--- src/rtl/rcc_map.svh ---
// Register offsets, field positions, reset values and codes of the run-mode clock block.
`ifndef RCC_MAP_SVH
`define RCC_MAP_SVH

`define RCC_OFF_CFG 12'h060
`define RCC_OFF_EXT 12'h070
`define RCC_OFF_FREQ 12'h078

`define RCC_ACG_BIT 27
`define RCC_DIV_LSB 23
`define RCC_DIV_MSB 26
`define RCC_USEDIV_BIT 22
`define RCC_PWR_BIT 13
`define RCC_RSV1_BIT 12
`define RCC_BYP_BIT 11
`define RCC_CRYSTAL_FREQ_CODE_LSB 6
`define RCC_CRYSTAL_FREQ_CODE_MSB 9
`define RCC_OSC_LSB 4
`define RCC_OSC_MSB 5
`define RCC_IOSCDIS_BIT 1
`define RCC_MOSCDIS_BIT 0

`define RCC_EXT_USE_BIT 31
`define RCC_EXT_DIV_LSB 23
`define RCC_EXT_DIV_MSB 28

`define RCC_RST_DIV 4'hf
`define RCC_RST_CRYSTAL_FREQ_CODE 4'hb
`define RCC_RST_OSC 2'h1
`define RCC_RST_PWR 1'h1
`define RCC_RST_BYP 1'h1
`define RCC_RST_MOSCDIS 1'h1
`define RCC_RST_EXT_DIV 6'h0f
`define RCC_CRYSTAL_FREQ_CODE_PLL_MIN 4'h4

`endif

--- src/rtl/rcc_pkg.sv ---
// Types shared by the run-mode clock configuration block.
package rcc_pkg;

   typedef enum logic [1:0]
   {
      RCC_OSC_MAIN,
      RCC_OSC_INT,
      RCC_OSC_INT_DIV4,
      RCC_OSC_30K
   } rcc_osc_t;

   typedef struct packed
   {
      logic sys_from_pll;
      logic divider_used;
      logic [5:0] sys_divisor;
      rcc_osc_t osc_select;
      logic pll_power_off;
      logic pll_code_bad;
   } rcc_clk_ctl_t;

endpackage

--- src/rtl/rcc_clock_config.sv ---
// Run-mode clock configuration registers with APB access and clock control outputs.
//
// Notes on behaviour
// Override flag selects extended register's divisor.
// Bit 13 drives PLL power-down directly.
// PLL power-down bit resets to one.
// Bypass one clocks system from oscillator.
// Bypass zero uses divided PLL output.
// Bits 9:6 writable crystal code, reset 0xB.
// Software avoids codes 0-3 with PLL.
// Crystal code decoded by 16-entry table.
// Reserved bits read-only; bit 12 reads one.
// Software preserves reserved bits on writes.
// PLL selected forces system divider use.
// Bits 5:4 choose oscillator source.
`include "rcc_map.svh"
`timescale 1ns/100ps
`default_nettype none

module rcc_clock_config
(
   input wire logic pclk,
   input wire logic presetn,
   input wire logic psel,
   input wire logic penable,
   input wire logic pwrite,
   input wire logic [11:0] paddr,
   input wire logic [31:0] pwdata,
   output logic [31:0] prdata,
   output logic pready,
   output logic pslverr,
   output rcc_pkg::rcc_clk_ctl_t clk_ctl,
   output logic auto_clock_gating,
   output logic int_osc_disable,
   output logic main_osc_disable,
   output logic [15:0] crystal_khz
);

   // ========================================
   // Register state
   // ========================================
   logic acg_r;
   logic [3:0] sys_divisor_r;
   logic divider_enable_r;
   logic pll_power_off_r;
   logic bypass_r;
   logic [3:0] crystal_freq_code_r;
   logic [1:0] osc_src_r;
   logic iosc_dis_r;
   logic mosc_dis_r;
   logic ext_config_override_r;
   logic [5:0] ext_sys_divisor_r;
   logic [31:0] cfg_word;
   logic [31:0] ext_word;
   logic [15:0] rom_khz;
   logic wr_cfg;
   logic wr_ext;
   logic hit;
   logic apb_access;

   // ========================================
   // Bus decode
   // ========================================
   // Only the low twelve address bits reach this block; the upper map is decoded
   // upstream, so aliasing above them is the bus fabric's concern.
   function automatic logic sel_cfg(input logic [11:0] a);
      sel_cfg = (a == `RCC_OFF_CFG);
   endfunction

   function automatic logic sel_ext(input logic [11:0] a);
      sel_ext = (a == `RCC_OFF_EXT);
   endfunction

   function automatic logic sel_freq(input logic [11:0] a);
      sel_freq = (a == `RCC_OFF_FREQ);
   endfunction

   // Zero-wait slave: every access completes in its first access cycle.
   // Unmapped offsets answer with an error but still complete in one access cycle.
   assign pready = 1'b1;
   assign apb_access = psel && penable;
   assign hit = sel_cfg(paddr) || sel_ext(paddr) || sel_freq(paddr);
   assign pslverr = apb_access && !hit;
   assign wr_cfg = apb_access && pwrite && sel_cfg(paddr);
   assign wr_ext = apb_access && pwrite && sel_ext(paddr);

   // Reserved bits of the write word are dropped here, so they never reach a field.
   always_ff @(posedge pclk or negedge presetn)
   begin
      if (!presetn)
      begin
         acg_r <= 1'b0;
         sys_divisor_r <= `RCC_RST_DIV;
         divider_enable_r <= 1'b0;
         pll_power_off_r <= `RCC_RST_PWR;
         bypass_r <= `RCC_RST_BYP;
         crystal_freq_code_r <= `RCC_RST_CRYSTAL_FREQ_CODE;
         osc_src_r <= `RCC_RST_OSC;
         iosc_dis_r <= 1'b0;
         mosc_dis_r <= `RCC_RST_MOSCDIS;
      end
      else if (wr_cfg)
      begin
         acg_r <= pwdata[`RCC_ACG_BIT];
         sys_divisor_r <= pwdata[`RCC_DIV_MSB:`RCC_DIV_LSB];
         divider_enable_r <= pwdata[`RCC_USEDIV_BIT];
         pll_power_off_r <= pwdata[`RCC_PWR_BIT];
         bypass_r <= pwdata[`RCC_BYP_BIT];
         crystal_freq_code_r <= pwdata[`RCC_CRYSTAL_FREQ_CODE_MSB:`RCC_CRYSTAL_FREQ_CODE_LSB];
         osc_src_r <= pwdata[`RCC_OSC_MSB:`RCC_OSC_LSB];
         iosc_dis_r <= pwdata[`RCC_IOSCDIS_BIT];
         mosc_dis_r <= pwdata[`RCC_MOSCDIS_BIT];
      end
   end

   // The extended register only carries the override flag and its wider divisor;
   // its other fields stay with the config register in this block.
   always_ff @(posedge pclk or negedge presetn)
   begin
      if (!presetn)
      begin
         // Override is off after reset, so the config register's divisor rules.
         ext_config_override_r <= 1'b0;
         ext_sys_divisor_r <= `RCC_RST_EXT_DIV;
      end
      else if (wr_ext)
      begin
         ext_config_override_r <= pwdata[`RCC_EXT_USE_BIT];
         ext_sys_divisor_r <= pwdata[`RCC_EXT_DIV_MSB:`RCC_EXT_DIV_LSB];
      end
   end

   // ========================================
   // Read data
   // ========================================
   always_comb
   begin
      // Reserved positions start at zero and bit 12 is forced high, so writes
      // can never change what they read.
      cfg_word = 32'h0000_0000;
      cfg_word[`RCC_ACG_BIT] = acg_r;
      cfg_word[`RCC_DIV_MSB:`RCC_DIV_LSB] = sys_divisor_r;
      cfg_word[`RCC_USEDIV_BIT] = divider_enable_r;
      cfg_word[`RCC_PWR_BIT] = pll_power_off_r;
      cfg_word[`RCC_RSV1_BIT] = 1'b1;
      cfg_word[`RCC_BYP_BIT] = bypass_r;
      cfg_word[`RCC_CRYSTAL_FREQ_CODE_MSB:`RCC_CRYSTAL_FREQ_CODE_LSB] = crystal_freq_code_r;
      cfg_word[`RCC_OSC_MSB:`RCC_OSC_LSB] = osc_src_r;
      cfg_word[`RCC_IOSCDIS_BIT] = iosc_dis_r;
      cfg_word[`RCC_MOSCDIS_BIT] = mosc_dis_r;
      ext_word = 32'h0000_0000;
      ext_word[`RCC_EXT_USE_BIT] = ext_config_override_r;
      ext_word[`RCC_EXT_DIV_MSB:`RCC_EXT_DIV_LSB] = ext_sys_divisor_r;
   end

   // Read data is registered in the setup cycle so it is stable for the access phase.
   // The frequency word reads the table as it stands; writes to it are ignored.
   always_ff @(posedge pclk or negedge presetn)
   begin
      if (!presetn)
         prdata <= 32'h0000_0000;
      else if (psel && !penable && !pwrite)
      begin
         if (sel_cfg(paddr))
            prdata <= cfg_word;
         else if (sel_ext(paddr))
            prdata <= ext_word;
         else if (sel_freq(paddr))
            prdata <= {16'h0000, rom_khz};
         else
            prdata <= 32'h0000_0000;
      end
   end

   // ========================================
   // Clock control
   // ========================================
   // The table is registered, so the frequency follows a code change by two edges.
   rcc_crystal_freq_code_rom u_rom
   (
      .pclk(pclk),
      .presetn(presetn),
      .code(crystal_freq_code_r),
      .freq_khz(rom_khz)
   );

   // Every control output is registered so downstream clock muxes see one clean
   // change per write, at the cost of one cycle of latency.
   always_ff @(posedge pclk or negedge presetn)
   begin
      if (!presetn)
      begin
         clk_ctl <= '0;
         clk_ctl.sys_divisor <= {2'h0, `RCC_RST_DIV};
         clk_ctl.osc_select <= rcc_pkg::RCC_OSC_INT;
         clk_ctl.pll_power_off <= `RCC_RST_PWR;
         auto_clock_gating <= 1'b0;
         int_osc_disable <= 1'b0;
         main_osc_disable <= `RCC_RST_MOSCDIS;
         crystal_khz <= 16'h0000;
      end
      else
      begin
         clk_ctl.sys_from_pll <= !bypass_r;
         // The PLL output always goes through the divider, whatever the enable bit says.
         clk_ctl.divider_used <= divider_enable_r || !bypass_r;
         clk_ctl.sys_divisor <= ext_config_override_r ? ext_sys_divisor_r
                                : {2'h0, sys_divisor_r};
         clk_ctl.osc_select <= rcc_pkg::rcc_osc_t'(osc_src_r);
         clk_ctl.pll_power_off <= pll_power_off_r;
         // A reserved crystal code with the PLL in use is flagged, not blocked: the
         // register still takes it, since keeping clear of those codes is software's job.
         clk_ctl.pll_code_bad <= !bypass_r && (crystal_freq_code_r < `RCC_CRYSTAL_FREQ_CODE_PLL_MIN);
         auto_clock_gating <= acg_r;
         int_osc_disable <= iosc_dis_r;
         main_osc_disable <= mosc_dis_r;
         crystal_khz <= rom_khz;
      end
   end

endmodule

`default_nettype wire

--- src/rtl/rcc_crystal_freq_code_rom.sv ---
// Crystal code to crystal frequency lookup, registered output in kHz.
`timescale 1ns/100ps
`default_nettype none

module rcc_crystal_freq_code_rom
(
   input wire logic pclk,
   input wire logic presetn,
   input wire logic [3:0] code,
   output logic [15:0] freq_khz
);

   // ========================================
   // Lookup
   // ========================================
   // Fractional kilohertz are truncated; the table is informative only.
   function automatic logic [15:0] rcc_code_khz(input logic [3:0] c);
      unique case (c)
         4'h0: rcc_code_khz = 16'd1000;
         4'h1: rcc_code_khz = 16'd1843;
         4'h2: rcc_code_khz = 16'd2000;
         4'h3: rcc_code_khz = 16'd2457;
         4'h4: rcc_code_khz = 16'd3579;
         4'h5: rcc_code_khz = 16'd3686;
         4'h6: rcc_code_khz = 16'd4000;
         4'h7: rcc_code_khz = 16'd4096;
         4'h8: rcc_code_khz = 16'd4915;
         4'h9: rcc_code_khz = 16'd5000;
         4'ha: rcc_code_khz = 16'd5120;
         4'hb: rcc_code_khz = 16'd5120;
         4'hc: rcc_code_khz = 16'd6144;
         4'hd: rcc_code_khz = 16'd7372;
         4'he: rcc_code_khz = 16'd8000;
         4'hf: rcc_code_khz = 16'd8192;
      endcase
   endfunction

   always_ff @(posedge pclk or negedge presetn)
   begin
      if (!presetn)
         freq_khz <= 16'h0000;
      else
         freq_khz <= rcc_code_khz(code);
   end

endmodule

`default_nettype wire

--- config.mk ---
export PLATFORM = sky130hd
export DESIGN_NAME = rcc_clock_config
export DESIGN_NICKNAME = d
export VERILOG_FILES = /design/src/rtl/rcc_pkg.sv /design/src/rtl/rcc_clock_config.sv /design/src/rtl/rcc_crystal_freq_code_rom.sv
export VERILOG_INCLUDE_DIRS = /design/src /design/src/rtl
export SDC_FILE = /design/constraint.sdc
export NUM_CORES = 1
export LEC_CHECK = 0
export ABC_CLOCK_PERIOD_IN_PS = 2400
export BUFFER_PORTS_ARGS = -buffer_cell sky130_fd_sc_hd__buf_4
export CAP_MARGIN = 15
export CORE_UTILIZATION = 50
export CTS_CLUSTER_SIZE = 16
export DETAILED_ROUTE_END_ITERATION = 8
export PLACE_DENSITY_LB_ADDON = 0.05
export SKIP_LAST_GASP = 1
export SLEW_MARGIN = 20
export SYNTH_ARGS = -nofsm -noshare
export SYNTH_HDL_FRONTEND = slang
export SYNTH_SLANG_ARGS = --single-unit
--- constraint.sdc ---
create_clock -name pclk -period 2.4 [get_ports pclk]
set_input_delay 0.48 -clock pclk [delete_from_list [all_inputs] [get_ports pclk]]
set_output_delay 0.48 -clock pclk [all_outputs]
set_load 0.1 [all_outputs]
==> out/metrics.cfg, run 1 <==
[setup_path]
critPathMostFrequentCell = buf_4
critical-path-top-delay-family = simple AND/OR/NAND/NOR gates
worstPathMaxFanout = 2
worstReg2RegStart = crystal_freq_code_r[0]$_DFFE_PN1P_
r2r_cells = 5
critPathLaunchType = primary input
critPathSlowestCell = or4b_4
cpPeakStageDelay_ns = 0.53
rrSetupSlack_ns = 0.82
cp.required_ns = 1.92
cp_num_buf_inv = 3
cp_cell_sequence = buf_4 -> or4b_4 -> a2111oi_1 -> buf_4 -> nor2_2 -> buf_4
crit_type = primary input to output pin
crit_path_end_kind = output pin
r2r_end = u_rom.freq_khz[9]$_DFF_PN0_
arrival_ns = 1.89

[clock_tree]
cts_tree = done
cts_setup_buffers = 0
root_buffer = clkbuf_8
cts_buffer_depth = 2
path_clk_slew_ns = 0.09
cts_made_buffers = 9
h-tree-depth = 3
cts_sinks = 88
clk_latency_ns = 0.35

[detailed_routing]
vias = 2363
drt-total-wl_um = 7190
viasPerCell = 5.08
wl_per_cell_um = 15.5
drt_iter0_markers = 136
postRouteAntennaNets = 0
firstDrtPassIters = 4
drcViolationCount = 0

[timing]
period_needed_ns = 2.37
finalSetupViolCount = 0
relSlewSlack = 0.529
finalHoldViolCount = 0
fmax_mhz = 422
rsz0062_at_grt = false
drv_slew = 0
finalCritPeriodShare = 0.987
finClkSkew_ns = 0.0124
layout_setup_ws_ns = 0.0302
worst_pin_slew_ns = 0.706

[floorplan]
ios = 114
initial_core_util = 0.523
num_rows = 30
die_x_um = 86.7
die_h_um = 86.7
core_area_um2 = 6870
die_area_um2 = 7520

[synthesis]
syn_area_um2 = 3590
synth_top_family_by_area = compound AO/OA/AOI/OAI gates
synth-adder-area-share = 0.0244
synth_xor_xnor_area_share = 0
ys_async_sr_fraction = 1.00
synthMuxAreaShare = 0.0979
yosysUniqueCellTypes = 48
synth_seq_cells = 88
synth_compound_area_frac = 0.103
synthCells = 268
seq_area_frac_synth = 0.621
ys_warn_count = 0
yosys.area_share.simple = 0.0976
synth-edff-count = 0
synth_area_per_cell_um2 = 13.4
synthFlopType = dfrtp_1

[global_route]
grt-ovfl-total = 0
grt_use_total = 0.208
grt_pass1_wl_um = 11400
use_met2 = 0.310
met1_usage = 0.295
grt_max_degree = 58
met3_usage = 0.0505
grt_antenna_before_repair = 0
top_usage_layer = met2
grt_pass1_vias = 2256

[placed_design]
place_congestion = 0.760
portBuffers = 86
place_ws_ns = -0.000522
dp_cells = 449
dp_hpwl_um = 5000

[layout]
fillCellCount = 539
instances_no_fill = 465
diodes = 0
layout-drive-gt1-share = 0.474
syn_to_final_growth_pct = 27.3
fin_nets = 420

[pwr]
report.power.total_mw = 2.74
pwr_density_cell_nw_per_um2 = 599
leakage_nw = 2.16
ir_drop_uv = 386

[run_status]
status = finished clean

[run]
cap_violations = 0

[hold_path]
min_path_type = primary input to asynchronous set/reset pin

-- layout by cell type, fill, tap and decap left out, types with 3 or more instances in the layout --
cell type,count
buf_4,99
dfrtp_1,66
dfstp_2,22
mux2_2,17
nand2_1,16
o21ai_0,14
conb_1,13
a22oi_1,10
mux2_4,10
clkbuf_8,10
a21oi_1,7
ha_1,7
inv_1,6
nor2_1,6
and2_0,6
o21ai_1,6
a221o_1,5
a32o_1,4
o21a_1,3
and2_1,3
nor2b_1,3
-- state kept, by name, indices dropped and copies added, names as in the netlist, 2 cells and up --
signal	cells
sys_divisor_r	4
u_rom.freq_khz	14
clk_ctl	12
prdata	22
osc_src_r	2
crystal_freq_code_r	4
ext_sys_divisor_r	6
crystal_khz	14
-- per-layer routing --
metal	wire [um]	share of wire	up-vias
met2	3310	0.46	82
met1	3370	0.47	1159
met5	0	0	-
met4	97	0.013	0
li1	-	-	1112
met3	416	0.058	10
-- synth_stat cells (3+ instances only) --
cell type | count | share of area
mux2_2 | 17 | 0.053
o21a_1 | 3 | 0.0063
o21ai_0 | 14 | 0.020
a32o_1 | 4 | 0.011
and2_0 | 6 | 0.010
nor2_1 | 7 | 0.0073
clkbuf_1 | 10 | 0.010
and2_1 | 3 | 0.0052
a221o_1 | 5 | 0.014
a21oi_1 | 7 | 0.0098
o21ai_1 | 6 | 0.0084
mux2_4 | 10 | 0.042
nor2b_1 | 3 | 0.0052
dfrtp_1 | 66 | 0.46
a22oi_1 | 10 | 0.021
dfstp_2 | 22 | 0.16
nand2_1 | 16 | 0.017
buf_4 | 13 | 0.027
ha_1 | 7 | 0.024
inv_1 | 6 | 0.0063
-- power by group --
group	switching, mW	internal (mW)
logic	0.165	0.0560
registers	0.00143	1.49
clock network	0.513	0.518
-- cell families after synthesis --
group / count (synthesis)
AND/OR/NAND/NOR: 55
adder cells (fa/ha/maj): 7
other: 2
AO/OA/AOI/OAI: 55
flip-flops: 88
multiplexers: 28
buffers and inverters: 33
-- per-stage QoR --
| step | util | cell area [um2] | hold WS [ns] | setup TNS [ns] |
|---|---|---|---|---|
| detailed placement | 0.636 | 4370 | 0.366 | -0.000522 |
| floorplan | - | 3630 | 0.184 | 0 |
| finish | 0.665 | 4570 | 0.173 | 0 |
| global placement | 0.636 | 4370 | 0.359 | -0.00392 |
| CTS | 0.665 | 4570 | 0.190 | 0 |
| global route | 0.665 | 4570 | 0.218 | 0 |
-- final cells by class --
cell class                      instances  area, um2  share of cell area
Clock buffer                           11        141              0.0309
Clock inverter                          5       61.3              0.0134
Inverter                                6       22.5             0.00493
Multi-Input combinational cell        158       1210               0.265
Sequential cell                        88       2230               0.488
Tap cell                               96        120              0.0263
Timing Repair Buffer                  101        783               0.171
-- worst max-delay path by stage --
stage              from  endpoint  slack (ns)  depth (start not counted)
2_1_floorplan  paddr[1]   pslverr        0.02                          4
3_3_place_gp   paddr[1]   pslverr      -0.004                          6
3_5_place_dp   paddr[1]   pslverr     -0.0005                          6
4_1_cts        paddr[1]   pslverr        0.03                          6
5_1_grt        paddr[1]   pslverr       0.009                          6
6_report       paddr[1]   pslverr        0.03                          6
-- what timing repair did --
action                                  4_1_cts  5_1_grt
endpoints found under the setup margin        1        0
hold buffers                                  0        0
gates resized for setup                       1        0
Note: power is estimated with default switching activity, not from simulation.
==> run 2, diff against run 1 <==
--- a/config.mk
+++ b/config.mk
@@ -10,11 +10,12 @@
 export BUFFER_PORTS_ARGS = -buffer_cell sky130_fd_sc_hd__buf_4
 export CAP_MARGIN = 15
 export CORE_UTILIZATION = 50
+export CTS_CLUSTER_DIAMETER = 40
 export CTS_CLUSTER_SIZE = 16
 export DETAILED_ROUTE_END_ITERATION = 8
-export PLACE_DENSITY_LB_ADDON = 0.05
+export PLACE_DENSITY = 0.86
 export SKIP_LAST_GASP = 1
-export SLEW_MARGIN = 20
+export SLEW_MARGIN = 0
 export SYNTH_ARGS = -nofsm -noshare
 export SYNTH_HDL_FRONTEND = slang
 export SYNTH_SLANG_ARGS = --single-unit
==> run 2 against run 1 <==
Cell count down 0.43%. Clock power about the same. Critical path depth is the same. Hold slack got worse by 0.065 ns. Utilization down 0.20 points. Routed wire length up 3.2%. Register-to-register slack worse by 0.06 ns. Non-clock buffer count is 2 lower. Cell area shrank 0.30%.
==> out/metrics.cfg, run 2 (synthesis results as in run 1) <==
[detailed_routing]
drcViolationCount = 0  ; unchanged
wl_met2_um = 3910  ; was 3310 um
postRouteAntennaNets = 0  ; unchanged
wl_met1_um = 2960  ; was 3370 um
drt-total-wl_um = 7430  ; was 7190 um
route.met3.wl_um = 418  ; was 416 um
wl_per_cell_um = 16.0  ; was 15.5 um
dr.max_layer_used = met4  ; unchanged
drt_iter0_markers = 83  ; was 136
vias = 2415  ; was 2363
viasPerCell = 5.22  ; was 5.08
firstDrtPassIters = 4  ; unchanged

[setup_path]
arrival_ns = 1.83  ; was 1.89 ns
worstPathMaxFanout = 2  ; unchanged
cp_num_buf_inv = 3  ; unchanged
critPathMostFrequentCell = buf_4  ; unchanged
r2r_end = u_rom.freq_khz[10]$_DFF_PN0_  ; was u_rom.freq_khz[9]$_DFF_PN0_
critPathSlowestCell = or4b_4  ; unchanged
critPathLaunchType = primary input  ; unchanged
r2r_cells = 5  ; unchanged
worstReg2RegStart = crystal_freq_code_r[0]$_DFFE_PN1P_  ; unchanged
cp.required_ns = 1.92  ; about the same
cp_cell_sequence = buf_4 -> or4b_4 -> a2111oi_2 -> buf_4 -> nor2_2 -> buf_4  ; was buf_4 -> or4b_4 -> a2111oi_1 -> buf_4 -> nor2_2 -> buf_4
crit_path_end_kind = output pin  ; unchanged
cpPeakStageDelay_ns = 0.54  ; was 0.53 ns
crit_type = primary input to output pin  ; unchanged
critical-path-top-delay-family = simple AND/OR/NAND/NOR gates  ; unchanged
rrSetupSlack_ns = 0.76  ; was 0.82 ns

[pwr]
ir_drop_uv = 294  ; was 386 uV
p_int_mw = 2.03  ; was 2.06 mW
switching_power_mw = 0.694  ; was 0.679 mW
p_sw_frac = 0.255  ; was 0.248
p_seq_frac = 0.546  ; was 0.543
pwr_density_cell_nw_per_um2 = 598  ; was 599 nW/um2
power_frac_comb = 0.080  ; was 0.081
leakage_nw = 2.15  ; was 2.16 nW
power_frac_clock = 0.374  ; was 0.376

[clock_tree]
root_buffer = clkbuf_8  ; unchanged
path_clk_slew_ns = 0.08  ; was 0.09 ns
cts_tree = done  ; unchanged
h-tree-depth = 3  ; unchanged
clk_latency_ns = 0.35  ; about the same
cts_sinks = 88  ; unchanged
cts_buffer_depth = 2  ; unchanged
cts_made_buffers = 9  ; unchanged

[placed_design]
dp_hpwl_um = 5260  ; was 5000 um
place_ws_ns = 0.00189  ; was -0.000522 ns
portBuffers = 86  ; unchanged
place_congestion = 0.792  ; was 0.760

[layout]
diodes = 0  ; unchanged
reg.largest.list = prdata (22), crystal_khz (14), u_rom.freq_khz (14)  ; unchanged
layout.area.seq_um2 = 2230  ; unchanged
multi_input_area_um2 = 1220  ; was 1210 um2
fillCellCount = 475  ; was 539
largest_reg_flops = 22  ; unchanged
fin_nets = 418  ; was 420
layout-drive-gt1-share = 0.477  ; was 0.474
regMostFlops = prdata  ; unchanged
syn_to_final_growth_pct = 26.9  ; was 27.3%
utilization = 0.663  ; was 0.665
final_common_cell = buf_4  ; unchanged
layout_common_cells = buf_4, dfrtp_1, dfstp_2  ; unchanged

[floorplan]
die_area_um2 = 7520  ; unchanged
core_area_um2 = 6870  ; unchanged
initial_core_util = 0.523  ; unchanged
num_rows = 30  ; unchanged
die_h_um = 86.7  ; unchanged
ios = 114  ; unchanged
die_x_um = 86.7  ; unchanged

[global_route]
grt_max_degree = 47  ; was 58
grt-ovfl-total = 0  ; unchanged
grt_antenna_before_repair = 0  ; unchanged
grt_pass1_wl_um = 11400  ; about the same
grt_pass1_vias = 2340  ; was 2256
grt_use_total = 0.207  ; was 0.208

[timing]
setup_tns_ns = 0  ; unchanged
worst_pin_slew_ns = 0.839  ; was 0.706 ns
drv_slew = 0  ; unchanged
finClkSkew_ns = 0.00957  ; was 0.0124 ns
rsz0062_at_grt = false  ; unchanged
finalSetupViolCount = 0  ; unchanged
relSlewSlack = 0.440  ; was 0.529
layout_setup_ws_ns = 0.0911  ; was 0.0302 ns
period_needed_ns = 2.31  ; was 2.37 ns
finalCritPeriodShare = 0.962  ; was 0.987
finalHoldViolCount = 0  ; unchanged
fmax_mhz = 433  ; was 422 MHz

[run]
cap_violations = 0  ; unchanged

[hold_path]
min_path_type = primary input to asynchronous set/reset pin  ; unchanged

[run_status]
status = finished clean  ; unchanged

==> run 2: cell types whose count changed in the layout (fill, tap and decap cells not counted) <==
cell       before  now
clkinv_4        1    0
inv_6           2    4
a2111oi_1       1    0
clkinv_2        1    2
buf_4          99   97
a2111oi_2       0    1
clkbuf_8       10    9
clkbuf_1        1    0
==> run 2: cell type report <==
type | count | area share
timing repair buffer | 99 | 0.169
clock inverter | 7 | 0.0165
clock buffer | 9 | 0.0272
sequential | 88 | 0.489
inverter | 6 | 0.00494
tap | 96 | 0.0264
multi-input combinational | 158 | 0.267
==> run 2: repair_timing <==
| item | CTS | global route |
|---|---|---|
| buffers inserted | 0 | 0 |
| hold buffers | 0 | 0 |
| resized for setup | 0 | 2 |
| endpoints found under the setup margin | 0 | 1 |
==> run 2: worst max path at each step <==
stage / slack [ns] / start / end / depth (start not counted)
after CTS: 0.0007 / paddr[1] / pslverr / 6
after detailed placement: 0.002 / paddr[1] / pslverr / 6
after floorplan: 0.02 / paddr[1] / pslverr / 4
final: 0.09 / paddr[1] / pslverr / 6
after global placement: 0.001 / paddr[1] / pslverr / 6
after global routing: 0.05 / paddr[1] / pslverr / 6
==> run 2: power groups by stage <==
stage	sequential, mW	clock (mW)	combinational, mW
6_report	1.49	1.02	0.219
5_1_grt	1.49	1.09	0.234
4_1_cts	1.49	1.04	0.220
3_5_place_dp	1.52	0	0.220
3_3_place_gp	1.51	0	0.217
2_1_floorplan	1.52	0	0.138
==> run 2: stage by stage <==
step / cells / total power [mW] / hold slack [ns] / instance area [um2]
finish: 463 / 2.73 / 0.108 / 4560
global route: 463 / 2.82 / 0.133 / 4560
CTS: 463 / 2.75 / 0.108 / 4550
detailed placement: 447 / 1.74 / 0.364 / 4350
global placement: 447 / 1.73 / 0.361 / 4350
floorplan: 279 / 1.66 / 0.184 / 3630
==> run 2: per-layer routing <==
metal  vias up  GRT usage
met5         -          0
li1       1111          -
met1      1201      0.257
met4         0     0.0985
met3        11     0.0476
met2        92      0.346
==> run 3, diff against run 2 <==
--- a/config.mk
+++ b/config.mk
@@ -7,7 +7,7 @@
 export NUM_CORES = 1
 export LEC_CHECK = 0
 export ABC_CLOCK_PERIOD_IN_PS = 2400
-export BUFFER_PORTS_ARGS = -buffer_cell sky130_fd_sc_hd__buf_4
+export BUFFER_PORTS_ARGS = -buffer_cell sky130_fd_sc_hd__buf_2
 export CAP_MARGIN = 15
 export CORE_UTILIZATION = 50
 export CTS_CLUSTER_DIAMETER = 40
==> run 3 against run 2 <==
Critical path type unchanged. Sequential share of layout area increased by 2.7 points. Register-to-register slack about the same. Via count increased by 0.41%. Critical endpoint unchanged.
==> out/metrics.cfg, run 3 (synthesis results as in run 1) <==
[detailed_routing]
firstDrtPassIters = 4  ; unchanged
wl_met2_um = 3640  ; was 3910 um
viasPerCell = 5.22  ; about the same
drt-total-wl_um = 7180  ; was 7430 um
drcViolationCount = 0  ; unchanged
wl_met1_um = 3010  ; was 2960 um
wl_per_cell_um = 15.4  ; was 16.0 um
vias = 2425  ; was 2415
route.met3.wl_um = 405  ; was 418 um
postRouteAntennaNets = 0  ; unchanged
dr.max_layer_used = met4  ; unchanged
drt_iter0_markers = 178  ; was 83

[floorplan]
num_rows = 30  ; unchanged
initial_core_util = 0.523  ; unchanged
die_x_um = 86.7  ; unchanged
die_area_um2 = 7520  ; unchanged
core_area_um2 = 6870  ; unchanged
die_h_um = 86.7  ; unchanged
ios = 114  ; unchanged

[timing]
finalSetupViolCount = 0  ; unchanged
relSlewSlack = 0.541  ; was 0.440
finalCritPeriodShare = 0.959  ; was 0.962
period_needed_ns = 2.30  ; was 2.31 ns
finalHoldViolCount = 0  ; unchanged
finClkSkew_ns = 0.00896  ; was 0.00957 ns
rsz0062_at_grt = false  ; unchanged
drv_slew = 0  ; unchanged
fmax_mhz = 435  ; was 433 MHz
worst_pin_slew_ns = 0.689  ; was 0.839 ns

[setup_path]
critPathLaunchType = primary input  ; unchanged
rrSetupSlack_ns = 0.75  ; was 0.76 ns
worstPathMaxFanout = 2  ; unchanged
crit_path_end_kind = output pin  ; unchanged
crit_type = primary input to output pin  ; unchanged
arrival_ns = 1.82  ; was 1.83 ns
cp.required_ns = 1.92  ; about the same

[layout]
layout-drive-gt1-share = 0.476  ; was 0.477
layout_common_cells = buf_2, dfrtp_1, dfstp_2  ; was buf_4, dfrtp_1, dfstp_2
largest_reg_flops = 22  ; unchanged
reg.largest.list = prdata (22), crystal_khz (14), u_rom.freq_khz (14)  ; unchanged
utilization = 0.629  ; was 0.663
syn_to_final_growth_pct = 20.2  ; was 26.9%
regMostFlops = prdata  ; unchanged
final_common_cell = buf_2  ; was buf_4
fin_nets = 419  ; was 418

[pwr]
ir_drop_uv = 256  ; was 294 uV
leakage_nw = 2.10  ; was 2.15 nW
report.power.total_mw = 2.59  ; was 2.73 mW
pwr_density_cell_nw_per_um2 = 599  ; was 598 nW/um2

[clock_tree]
cts.hold.buffers_added = 0  ; unchanged
clk_latency_ns = 0.36  ; was 0.35 ns
cts_tree = done  ; unchanged
root_buffer = clkbuf_8  ; unchanged
path_clk_slew_ns = 0.08  ; about the same
cts_sinks = 88  ; unchanged
cts_buffer_depth = 2  ; unchanged
cts_setup_buffers = 0  ; unchanged
cts_made_buffers = 9  ; unchanged
h-tree-depth = 3  ; unchanged

[placed_design]
dp_hpwl_um = 5170  ; was 5260 um
place_congestion = 0.755  ; was 0.792
portBuffers = 86  ; unchanged

[global_route]
grt-ovfl-total = 0  ; unchanged
grt_use_total = 0.204  ; was 0.207
grt_max_degree = 46  ; was 47
grt_antenna_before_repair = 0  ; unchanged
grt_pass1_vias = 2353  ; was 2340
grt_pass1_wl_um = 11500  ; was 11400 um

[run]
cap_violations = 0  ; unchanged

[hold_path]
min_path_type = primary input to asynchronous set/reset pin  ; unchanged

[run_status]
status = finished clean  ; unchanged

==> run 3: cell types whose count changed in the layout (fill, tap and decap cells not counted), sizes merged <==
cell    change
diode       +1
inv         -3
buf         +1
bufinv      -1
clkinv      +3
clkbuf      +1
==> run 3: through the flow <==
stage / setup TNS (ns) / hold WS (ns) / cell area [um2] / instances / worst slack [ns]
2_1_floorplan: 0 / 0.184 / 3630 / 279 / 0.0233
4_1_cts: 0 / 0.130 / 4310 / 464 / 0.0129
6_report: 0 / 0.115 / 4320 / 465 / 0.0991
3_3_place_gp: -0.0415 / 0.362 / 4130 / 448 / -0.0415
3_5_place_dp: -0.0409 / 0.366 / 4130 / 448 / -0.0409
5_1_grt: 0 / 0.144 / 4320 / 464 / 0.0368
==> run 3: where the power goes <==
group	total, mW	internal (mW)	switching (mW)
Clock	0.896	0.381	0.515
Combinational	0.204	0.0393	0.165
Sequential	1.49	1.49	0.00140
Total	2.59	1.91	0.681
==> run 3: area by class of cell <==
cell class	count	area, um2
Fill cell	502	2550
Sequential cell	88	2230
Multi-Input combinational cell	158	1220
Timing Repair Buffer	100	553
Clock buffer	10	128
Tap cell	96	120
Clock inverter	6	45.0
Inverter	6	22.5
Antenna cell	1	2.50
==> run 3: final timing paths <==
| path | startpoint | endpoint | cells after the start |
|---|---|---|---|
| setup / recovery | paddr[1] | pslverr | 6 |
| hold / removal | presetn | crystal_khz[10]$_DFF_PN0_ | 1 |
| setup reg to reg | crystal_freq_code_r[0]$_DFFE_PN1P_ | u_rom.freq_khz[10]$_DFF_PN0_ | 5 |
| hold reg to reg | mosc_dis_r$_DFFE_PN1P_ | main_osc_disable$_DFF_PN1_ | 0 |
| max in group asynchronous | presetn | mosc_dis_r$_DFFE_PN1P_ | 2 |
| min in group pclk | pwdata[6] | crystal_freq_code_r[0]$_DFFE_PN1P_ | 2 |
==> run 3: routing by layer <==
layer	track usage	vias to the layer above
met5	0	-
met4	0.0758	0
met3	0.0552	11
met2	0.332	101
met1	0.264	1201
li1	-	1112
==> run 3: what timing repair did <==
action,in CTS,in global routing
setup endpoints to repair,1,1
cloned,0,0
gates resized for setup,1,2
==> run 3: worst max-delay path: stages <==
cell,delay [ns]
buf_2,0.09
or4b_4,0.54
a2111oi_2,0.29
buf_4,0.16
nor2_2,0.03
buf_4,0.22
